==> config.mk <==
export PLATFORM = sky130hd
export DESIGN_NAME = bfs_supervisor
export DESIGN_NICKNAME = d
export VERILOG_FILES = /design/src/core/bfs_pkg.sv /design/src/core/bfs_supervisor.sv
export SDC_FILE = /design/constraint.sdc
export NUM_CORES = 1
export LEC_CHECK = 0
export BUFFER_PORTS_ARGS = -buffer_cell sky130_fd_sc_hd__buf_4
export CELL_PAD_IN_SITES_DETAIL_PLACEMENT = 1
export CELL_PAD_IN_SITES_GLOBAL_PLACEMENT = 1
export CORE_UTILIZATION = 51
export CTS_CLUSTER_DIAMETER = 60
export CTS_CLUSTER_SIZE = 20
export DETAILED_ROUTE_END_ITERATION = 7
export MAX_ROUTING_LAYER = met4
export PLACE_DENSITY = 0.93
export SLEW_MARGIN = 20
export SYNTH_ARGS = -nofsm -noshare
export SYNTH_HDL_FRONTEND = slang
export SYNTH_SLANG_ARGS = --single-unit
==> constraint.sdc <==
create_clock -name sys_clk -period 18.2 [get_ports sys_clk]
set_input_delay 2.73 -clock sys_clk [delete_from_list [all_inputs] [get_ports sys_clk]]
set_output_delay 2.73 -clock sys_clk [all_outputs]
set_load 0.02 [all_outputs]
==> src/core/bfs_pkg.sv <==
/*
 * Package for the breaker failure supervisor: register map, field layout,
 * reset values, scheme and trigger encodings, timebase constants.
 * Assumes a single 25 MHz system clock.
 */
package bfs_pkg;

	localparam int unsigned CLK_HZ = 25_000_000;
	// Timebase tick in microseconds; the supervision time counts these ticks
	localparam int unsigned TICK_US = 1000;
	localparam int unsigned TICK_CYCLES = (CLK_HZ / 1_000_000) * TICK_US;
	localparam int unsigned TICK_W = 15;

	localparam logic [3:0] REG_CTRL = 4'h0;
	localparam logic [3:0] REG_TIME = 4'h1;
	localparam logic [3:0] REG_THR_SET0 = 4'h2;
	localparam logic [3:0] REG_THR_SET1 = 4'h3;
	localparam logic [3:0] REG_THR_SET2 = 4'h4;
	localparam logic [3:0] REG_THR_SET3 = 4'h5;
	localparam logic [3:0] REG_STATUS = 4'h6;
	localparam logic [3:0] REG_ACK = 4'h7;

	// Control register fields
	localparam int unsigned CTRL_SCHEME_LSB = 0;
	localparam int unsigned CTRL_TRIGSRC_LSB = 2;
	localparam int unsigned CTRL_EXTRA_EN_LSB = 4;
	localparam int unsigned CTRL_SET_LSB = 8;

	localparam logic [15:0] TIME_RESET = 16'h0064;
	localparam logic [15:0] THR_RESET = 16'h0100;

	typedef enum logic [1:0] {
		SCHEME_CURRENT = 2'b00,
		SCHEME_POSITION = 2'b01,
		SCHEME_COMBINED = 2'b10
	} bfs_scheme_type;

	typedef enum logic [1:0] {
		TRIG_NONE = 2'b00,
		TRIG_ALL = 2'b01,
		TRIG_EXTERNAL = 2'b10,
		TRIG_CURRENT = 2'b11
	} bfs_trigsrc_type;

	typedef enum logic [1:0] {
		ST_STANDBY = 2'b00,
		ST_RUNNING = 2'b01,
		ST_REJECTED = 2'b10,
		ST_TRIPPED = 2'b11
	} bfs_state_type;

	// Routed trip signals from the trip manager, each already routed to this breaker
	typedef struct packed {
		logic external_trip;
		logic current_trip;
		logic other_trip;
	} bfs_trips_type;

	typedef struct packed {
		logic [15:0] current;
		logic pos_open;
		logic pos_closed;
	} bfs_meas_type;

endpackage

==> src/core/bfs_supervisor.sv <==
/*
 * Breaker failure supervisor with an Avalon-MM register slave.
 * Assumes trips and breaker position come from pins (resynchronised here)
 * and phase current magnitude arrives from logic on the same clock.
 */
// Behaviour
// - Any selected trigger starts the timer; it keeps running if the trigger drops.
// - Timer reaching supervision time without detected opening asserts backup trip.
// - Detected opening per scheme (current, position, or either one) stops the timer.
// - After a stop the block stays rejected while any trigger remains active.
// - Opening detected while triggers still active enters the rejected state.
// - All triggers gone returns the block to stand-by.
// - Lockout flag sets with backup trip and holds until operator acknowledge.
// - Three extra trigger inputs start the timer regardless of routing.
// - Source all trips: every routed trip starts the supervisor.
// - Source external trips: only routed external trips start it.
// - Source current trips: only routed current trips start it.
// - Source none: only the three extra trigger inputs start it.
// - Current below threshold with breaker open gives no pickup.
// - Delay from trigger to backup trip equals the programmed supervision time.
// - Current scheme: failure when current stays above threshold until expiry.
// - Position scheme: failure when indicators never show open before expiry.
// - Combined scheme: failure only if current high and position not open together.
// - Threshold chosen per active parameter set; scheme is one global setting.
`timescale 1ns/10ps

module bfs_supervisor
	import bfs_pkg::*;
(
	input wire logic sys_clk,
	input wire logic rst,
	input wire logic [3:0] avs_address,
	input wire logic avs_read,
	input wire logic avs_write,
	input wire logic [31:0] avs_writedata,
	input wire logic [3:0] avs_byteenable,
	output logic [31:0] avs_readdata,
	output logic avs_waitrequest,
	output logic avs_response_err,
	input wire bfs_trips_type routed_trips,
	input wire logic extra_trigger_input_a,
	input wire logic extra_trigger_input_b,
	input wire logic extra_trigger_input_c,
	input wire bfs_meas_type meas,
	input wire logic operator_ack,
	output logic backup_trip,
	output logic lockout_flag,
	output logic supervisor_active
);

	localparam int unsigned NSYNC = 8;

	logic [1:0] scheme_q;
	logic [1:0] trigsrc_q;
	logic [2:0] extra_en_q;
	logic [1:0] set_sel_q;
	logic [15:0] sup_time_q;
	logic [15:0] thr_q [4];
	bfs_state_type state_q;
	logic [15:0] elapsed_q;
	logic [TICK_W-1:0] tick_cnt_q;
	logic backup_trip_q;
	logic lockout_q;
	logic ack_pulse;
	logic ack_pin_prev_q;
	logic rd_phase_q;
	logic [31:0] rdata_q;
	logic err_q;

	// Three-stage resynchronisers for pin inputs; change accepted when stages 2 and 3 agree
	logic [NSYNC-1:0] pin_raw;
	logic [NSYNC-1:0] s1_q;
	logic [NSYNC-1:0] s2_q;
	logic [NSYNC-1:0] s3_q;
	logic [NSYNC-1:0] clean_q;

	assign pin_raw = {operator_ack, meas.pos_closed, meas.pos_open, extra_trigger_input_c,
		extra_trigger_input_b, extra_trigger_input_a, routed_trips.external_trip,
		routed_trips.current_trip ^ 1'b0};

	logic other_s1_q;
	logic other_s2_q;
	logic other_s3_q;
	logic other_clean_q;

	genvar gi;
	generate
		for (gi = 0; gi < NSYNC; gi++) begin : g_sync
			always_ff @(posedge sys_clk or posedge rst) begin
				if (rst) begin
					s1_q[gi] <= 1'b0;
					s2_q[gi] <= 1'b0;
					s3_q[gi] <= 1'b0;
					clean_q[gi] <= 1'b0;
				end else begin
					s1_q[gi] <= pin_raw[gi];
					s2_q[gi] <= s1_q[gi];
					s3_q[gi] <= s2_q[gi];
					if (s2_q[gi] == s3_q[gi]) begin
						clean_q[gi] <= s3_q[gi];
					end
				end
			end
		end
	endgenerate

	always_ff @(posedge sys_clk or posedge rst) begin
		if (rst) begin
			other_s1_q <= 1'b0;
			other_s2_q <= 1'b0;
			other_s3_q <= 1'b0;
			other_clean_q <= 1'b0;
		end else begin
			other_s1_q <= routed_trips.other_trip;
			other_s2_q <= other_s1_q;
			other_s3_q <= other_s2_q;
			if (other_s2_q == other_s3_q) begin
				other_clean_q <= other_s3_q;
			end
		end
	end

	logic trip_cur;
	logic trip_ext;
	logic [2:0] extra_in;
	logic pos_open;
	logic pos_closed;
	logic ack_pin;
	assign trip_cur = clean_q[0];
	assign trip_ext = clean_q[1];
	assign extra_in = clean_q[4:2];
	assign pos_open = clean_q[5];
	assign pos_closed = clean_q[6];
	assign ack_pin = clean_q[7];

	// Trigger selection
	logic routed_trigger;
	logic any_trigger;
	always_comb begin
		unique case (bfs_trigsrc_type'(trigsrc_q))
			TRIG_ALL: routed_trigger = trip_cur | trip_ext | other_clean_q;
			TRIG_EXTERNAL: routed_trigger = trip_ext;
			TRIG_CURRENT: routed_trigger = trip_cur;
			TRIG_NONE: routed_trigger = 1'b0;
		endcase
	end
	assign any_trigger = routed_trigger | (|(extra_in & extra_en_q));

	// Opening detection per scheme
	logic [15:0] active_thr;
	logic current_low;
	logic position_shows_open;
	logic opening_detected;
	assign active_thr = thr_q[set_sel_q];
	assign current_low = meas.current < active_thr;
	// Both indicators must agree; an intermediate or faulty position is not open
	assign position_shows_open = pos_open & ~pos_closed;
	always_comb begin
		unique case (scheme_q)
			SCHEME_CURRENT: opening_detected = current_low;
			SCHEME_POSITION: opening_detected = position_shows_open;
			SCHEME_COMBINED: opening_detected = current_low | position_shows_open;
			default: opening_detected = current_low;
		endcase
	end

	// Fixed timebase tick, counting only in the running state and held at zero otherwise
	logic tick;
	assign tick = (tick_cnt_q == TICK_W'(TICK_CYCLES - 1));
	always_ff @(posedge sys_clk or posedge rst) begin
		if (rst) begin
			tick_cnt_q <= '0;
		end else if (tick || state_q != ST_RUNNING) begin
			tick_cnt_q <= '0;
		end else begin
			tick_cnt_q <= tick_cnt_q + TICK_W'(1);
		end
	end

	// Supervision state machine
	always_ff @(posedge sys_clk or posedge rst) begin
		if (rst) begin
			state_q <= ST_STANDBY;
			elapsed_q <= '0;
		end else begin
			unique case (state_q)
				ST_STANDBY: begin
					elapsed_q <= '0;
					if (any_trigger) begin
						state_q <= ST_RUNNING;
					end
				end
				ST_RUNNING: begin
					// Trigger dropping does not stop the timer
					if (opening_detected) begin
						state_q <= any_trigger ? ST_REJECTED : ST_STANDBY;
					end else if (elapsed_q >= sup_time_q) begin
						state_q <= ST_TRIPPED;
					end else if (tick) begin
						elapsed_q <= elapsed_q + 16'h0001;
					end
				end
				ST_REJECTED: begin
					if (!any_trigger) begin
						state_q <= ST_STANDBY;
					end
				end
				ST_TRIPPED: begin
					if (!any_trigger) begin
						state_q <= ST_STANDBY;
					end
				end
			endcase
		end
	end

	always_ff @(posedge sys_clk or posedge rst) begin
		if (rst) begin
			backup_trip_q <= 1'b0;
		end else begin
			backup_trip_q <= (state_q == ST_RUNNING) && !opening_detected
				&& (elapsed_q >= sup_time_q) || (state_q == ST_TRIPPED && any_trigger);
		end
	end

	// Lockout: set wins over a simultaneous acknowledge
	always_ff @(posedge sys_clk or posedge rst) begin
		if (rst) begin
			lockout_q <= 1'b0;
			ack_pin_prev_q <= 1'b0;
		end else begin
			ack_pin_prev_q <= ack_pin;
			if (state_q == ST_RUNNING && !opening_detected && elapsed_q >= sup_time_q) begin
				lockout_q <= 1'b1;
			end else if (ack_pulse) begin
				lockout_q <= 1'b0;
			end
		end
	end

	// Register bus: one wait cycle on reads, writes complete immediately
	logic bus_wr;
	logic ack_by_sw;
	assign bus_wr = avs_write && !avs_read;
	assign ack_by_sw = bus_wr && avs_address == REG_ACK && avs_byteenable[0] && avs_writedata[0];
	assign ack_pulse = ack_by_sw | (ack_pin & ~ack_pin_prev_q);

	always_ff @(posedge sys_clk or posedge rst) begin
		if (rst) begin
			scheme_q <= 2'b00;
			trigsrc_q <= 2'b01;
			extra_en_q <= 3'b000;
			set_sel_q <= 2'b00;
			sup_time_q <= TIME_RESET;
			for (int i = 0; i < 4; i++) begin
				thr_q[i] <= THR_RESET;
			end
		end else if (bus_wr && avs_byteenable[0]) begin
			if (avs_address == REG_CTRL) begin
				scheme_q <= avs_writedata[CTRL_SCHEME_LSB +: 2] == 2'b11 ? 2'b10
					: avs_writedata[CTRL_SCHEME_LSB +: 2];
				trigsrc_q <= avs_writedata[CTRL_TRIGSRC_LSB +: 2];
				extra_en_q <= avs_writedata[CTRL_EXTRA_EN_LSB +: 3];
			end
			if (avs_address == REG_TIME && avs_byteenable[1]) begin
				sup_time_q <= avs_writedata[15:0];
			end
			for (int i = 0; i < 4; i++) begin
				if (avs_address == REG_THR_SET0 + 4'(i) && avs_byteenable[1]) begin
					thr_q[i] <= avs_writedata[15:0];
				end
			end
		end else if (bus_wr && avs_byteenable[1] && avs_address == REG_CTRL) begin
			set_sel_q <= avs_writedata[CTRL_SET_LSB +: 2];
		end
	end

	always_ff @(posedge sys_clk or posedge rst) begin
		if (rst) begin
			rd_phase_q <= 1'b0;
			rdata_q <= 32'h0000_0000;
			err_q <= 1'b0;
		end else begin
			rd_phase_q <= avs_read && !rd_phase_q;
			if (avs_read && !rd_phase_q) begin
				err_q <= avs_address > REG_ACK;
				unique case (avs_address)
					REG_CTRL: rdata_q <= {22'h0, set_sel_q, 1'b0, extra_en_q, trigsrc_q, scheme_q};
					REG_TIME: rdata_q <= {16'h0000, sup_time_q};
					REG_THR_SET0: rdata_q <= {16'h0000, thr_q[0]};
					REG_THR_SET1: rdata_q <= {16'h0000, thr_q[1]};
					REG_THR_SET2: rdata_q <= {16'h0000, thr_q[2]};
					REG_THR_SET3: rdata_q <= {16'h0000, thr_q[3]};
					REG_STATUS: rdata_q <= {10'h000, elapsed_q, 1'b0, any_trigger,
						lockout_q, backup_trip_q, state_q};
					default: rdata_q <= 32'h0000_0000;
				endcase
			end
		end
	end

	assign avs_waitrequest = avs_read && !rd_phase_q;
	assign avs_readdata = rdata_q;
	assign avs_response_err = err_q;
	assign backup_trip = backup_trip_q;
	assign lockout_flag = lockout_q;
	assign supervisor_active = state_q == ST_RUNNING;

endmodule

## Yosys cells after proc, flatten, opt, wreduce, memory -nomap -nowiden

Index checks and enable logic that the tools add are counted.

| cells by class | value |
|---|---|
| mux-type cells | 20 |
| $add $sub $neg | 2 |
| reductions and logical operators | 37 |
| equality and inequality tests | 33 |
| bitwise logic cells | 12 |
| magnitude comparators | 4 |

Operators with widths:

| cell | count |
|---|---|
| $pmux W22 S7 | 1 |
| $mux W16 | 5 |
| $bmux W16 S2 | 1 |
| $pmux W16 S2 | 1 |
| $add A16 B1 Y16 const B | 1 |
| $eq A4 B3 Y1 const B | 4 |
| $ge A16 B16 Y1 | 1 |
| $logic_and A1 B1 Y1 | 16 |
| $lt A16 B16 Y1 | 1 |
| $add A15 B1 Y15 const B | 1 |
| $eq A15 B15 Y1 const B | 1 |
| $mux W15 | 1 |
| $reduce_and A2 Y1 | 7 |
| $eq A2 B2 Y1 const B | 6 |
| $mux W2 | 6 |
| $eq A1 B1 Y1 | 9 |
| $eq A4 B2 Y1 const B | 2 |
| $ne A2 B2 Y1 const B | 4 |
| $eq A2 B1 Y1 const B | 3 |
| $pmux W2 S3 | 1 |
| $or A1 B1 Y1 | 5 |
| $eq A4 B1 Y1 const B | 1 |
| $gt A4 B3 Y1 const B | 1 |
| $logic_not A2 Y1 | 2 |
| other kinds (18) | 27 |

| word-level totals | value |
|---|---|
| register bits | 195 |
| output and inout port bits | 37 |

## Depth between registers and ports, before layout

| depth | value |
|---|---|
| depth after elaboration | 11 |
| mapped depth | 12 |
| depth with buffers taken out | 9 |

## Least setup slack after synthesis

OpenSTA, ideal clock, no wires.

| path | value |
|---|---|
| path type | in2out |
| start | input port avs_read |
| end | output port avs_waitrequest |
| arrival | 3.274 ns |
| path buffers | 1 |
| stages | 3 |
| required time | 15.470 ns |
| setup slack | 12.196 ns |
| cell sequence | nand2b_1 clkbuf_1 inv_1 |

| between the ends | value |
|---|---|
| longest elaborated chain between the ends | 1 |

Ends and longest elaborated chain:

| item | line | RTL |
|---|---|---|
| start: declaration | bfs_supervisor.sv:33 | `input wire logic avs_read,` |
| $logic_and A1 B1 Y1 | bfs_supervisor.sv:302 | `assign avs_waitrequest = avs_read && !rd_phase_q;` |
| end: declaration | bfs_supervisor.sv:38 | `output logic avs_waitrequest,` |

No other way between the ends.

## Worst setup path after layout

Same ends and word-level chain as after synthesis.

==> impl_metrics.yaml <==
floorplan:
  rows: 49
  core_mm2: 0.0179
  io-pin-count: 106
  initial_core_util_pct: 51.9
  die_x_um: 137
  die_area_mm2: 0.0188
  die_h_um: 137
cells_and_area:
  diodes: 0
  drive_above_1_share_pct: 26.0
  area_delta_synth_final_pct: 14.3
  fillCellCount: 1884
  nets: 995
  post-route-cell-area_mm2: 0.0106
routing:
  ant_nets: 0
  wl_um: 26900
  firstDrtPassIters: 6
  wire_per_inst_um: 23.8
  viasPerCell: 6.45
  num_vias: 7305
  drt_iter0_markers: 738
  drc_errors: 0
critical_path:
  cp.arrival_ns: 3.52
  worstSetupPathType: "primary input to output port"
  worst_setup_path_start_kind: "primary input"
  cp.required_ns: 15.47
  cp_max_fo: 31
  end_kind: "output port"
placement:
  placed_area_mm2: 0.00999
  hpwl_um: 17800
  portBuffers: 77
  routabilityCongestion: 0.844
synth:
  synth_ff_type: "dfrtp_1"
  syn_area_per_cell_um2: 11.2
  yosys.area.top_type: "dfrtp_1"
  ys.warnings.count: 0
  synth_area_mm2: 0.00930
  yosys.area.top_type_share_pct: 47.7
  synth_edf_count: 0
  synth_cell_type_count: 77
  yosysSeqAreaShare_pct: 49.9
  synth-seq-cells: 185
  synth_cells: 827
  ys_top_cells_by_area: "dfrtp_1 (48%), mux2_2 (9.0%), ha_1 (4.7%)"
  ys_async_sr_fraction_pct: 100
global_route:
  grt_pass1_vias: 7692
  grt_start_max_net_pins: 113
  antenna_found_initial: 0
  top_usage_layer: "met2"
  grt_use_met3_pct: 6.52
  met1_usage_pct: 38.3
  grt_pass1_wl_um: 42600
  grt_use_met2_pct: 52.0
  grt.overflow.total: 0
  track_usage_pct: 31.8
timing:
  fin_crit_ns: 6.25
  worstMarginPinSlew_ns: 1.05
  rsz0062_at_grt: "false"
  hold_viol: 0
  setup_viol: 0
  skew_ns: 0.00826
  drv_slew: 0
  tns_ns: 0
  maxSlewHeadroom_pct: 29.8
  fin_crit_sh_pct: 34.4
  clock.fmax_mhz: 160
power:
  powerDensity_mw_per_mm2: 96.0
  p_leak_uw: 0.00487
  power.total_uw: 1020
  ir_drop_mv: 0.0909
cts:
  cts.clk_slew.worst_paths_ns: 0.07
  postCtsHoldBufs: 0
  cts-root-buf: "clkbuf_16"
  clk_latency_ns: 0.44
  clock_sink_count: 185
  cts-resized-gates: 0
  cts-htree-levels: 4
  cts_tree: "done"
  cts_made_buffers: 17
  clockBufferDepth: 2
  cts_setup_buffers: 0
status:
  outcome: "complete, no violations"
worst_hold_path:
  hold_path.class: "flop to flop"
job:
  maxCapViolCount: 0
Yosys cell counts, drive strengths merged, types with 12 or more instances:
| cell type | n |
|---|---|
| nand4 | 12 |
| a22oi | 33 |
| inv | 42 |
| mux4 | 15 |
| buf | 29 |
| nand2 | 94 |
| nand3 | 20 |
| ha | 35 |
| dfrtp | 177 |
| nor2 | 33 |
| a21oi | 20 |
| o21ai | 51 |
| nor3 | 15 |
| clkbuf | 20 |
| mux2 | 74 |
worst paths after layout:
path	startpoint	end	depth (start not counted)	slack, ns
max in group asynchronous	rst	thr_q[39]	3	14.39
min in group asynchronous	rst	s1_q[6]	2	2.39
max reg2reg	set_sel_q[1]	elapsed_q[11]	9	14.20
max	avs_read	avs_waitrequest	5	11.95
min	s1_q[0]	s2_q[0]	0	0.35
min reg2reg	s1_q[0]	s2_q[0]	0	0.35
registers in the layout, summed over array words and instances (netlist names), 8 cells and up:
register,count
avs_readdata,22
tick_cnt_q,15
thr_q,64
s1_q,8
elapsed_q,16
sup_time_q,16
s3_q,8
s2_q,8
per-stage QoR:
step	util (%)	setup WS, ns	std cells	hold slack (ns)
finish	59.4	11.95	1133	0.348
global route	59.4	11.89	1133	0.359
CTS	59.3	11.94	1133	0.353
detailed placement	55.8	11.94	1101	0.336
global placement	55.8	11.99	1101	0.333
floorplan	-	10.45	836	0.331
metal layers:
| layer | vias to the layer above | share of wire, % |
|---|---|---|
| met2 | 328 | 50 |
| li1 | 3144 | - |
| met3 | 69 | 7.1 |
| met1 | 3764 | 39 |
| met5 | - | 0 |
| met4 | 0 | 3.1 |
area by class of cell:
| cell class | count | area (um^2) | share of cell area (%) |
|---|---|---|---|
| Sequential cell | 185 | 4640 | 43.7 |
| Inverter | 42 | 165 | 1.55 |
| Clock buffer | 18 | 429 | 4.04 |
| Clock inverter | 14 | 203 | 1.91 |
| Tap cell | 229 | 287 | 2.70 |
| Timing Repair Buffer | 88 | 661 | 6.22 |
| Multi-Input combinational cell | 557 | 4240 | 39.9 |
cell usage in the layout (no fill, tap or decap), types with 15 or more instances in the layout:
master	synthesis	final
a21oi_1	18	18
a22oi_1	33	33
buf_4	12	88
clkbuf_16	0	17
dfrtp_1	177	177
ha_1	35	35
inv_1	42	41
mux2_2	74	74
mux4_2	15	15
nand2_1	94	94
nand3_1	20	20
nor2_1	33	32
o21ai_0	50	50
worst max-delay path: stages:
cell and delay [ns]:
buf_4 0.11, nand2b_1 0.06, buf_4 0.32, inv_1 0.12, buf_4 0.18
report_power, final:
part / total (uW) / leakage (uW) / switching (uW) / internal [uW]
registers: 479 / 0.00238 / 37.0 / 442
clock network: 398 / 0.000310 / 176 / 223
logic: 142 / 0.00218 / 88.4 / 53.7
kinds of logic (layout without fill, tap and decap cells):
logic type | Yosys count | in the layout | share of synthesized area (%)
multiplexers | 93 | 93 | 13.0
buffers and inverters | 94 | 162 | 5.20
flip-flops | 185 | 185 | 49.9
AND/OR/NAND/NOR | 223 | 223 | 11.8
other | 1 | 10 | 0.0403
AO/OA/AOI/OAI | 175 | 175 | 13.2
adder cells (fa/ha/maj) | 44 | 44 | 5.68
XOR/XNOR | 12 | 12 | 1.13
Power figures use the tool's default switching activity.
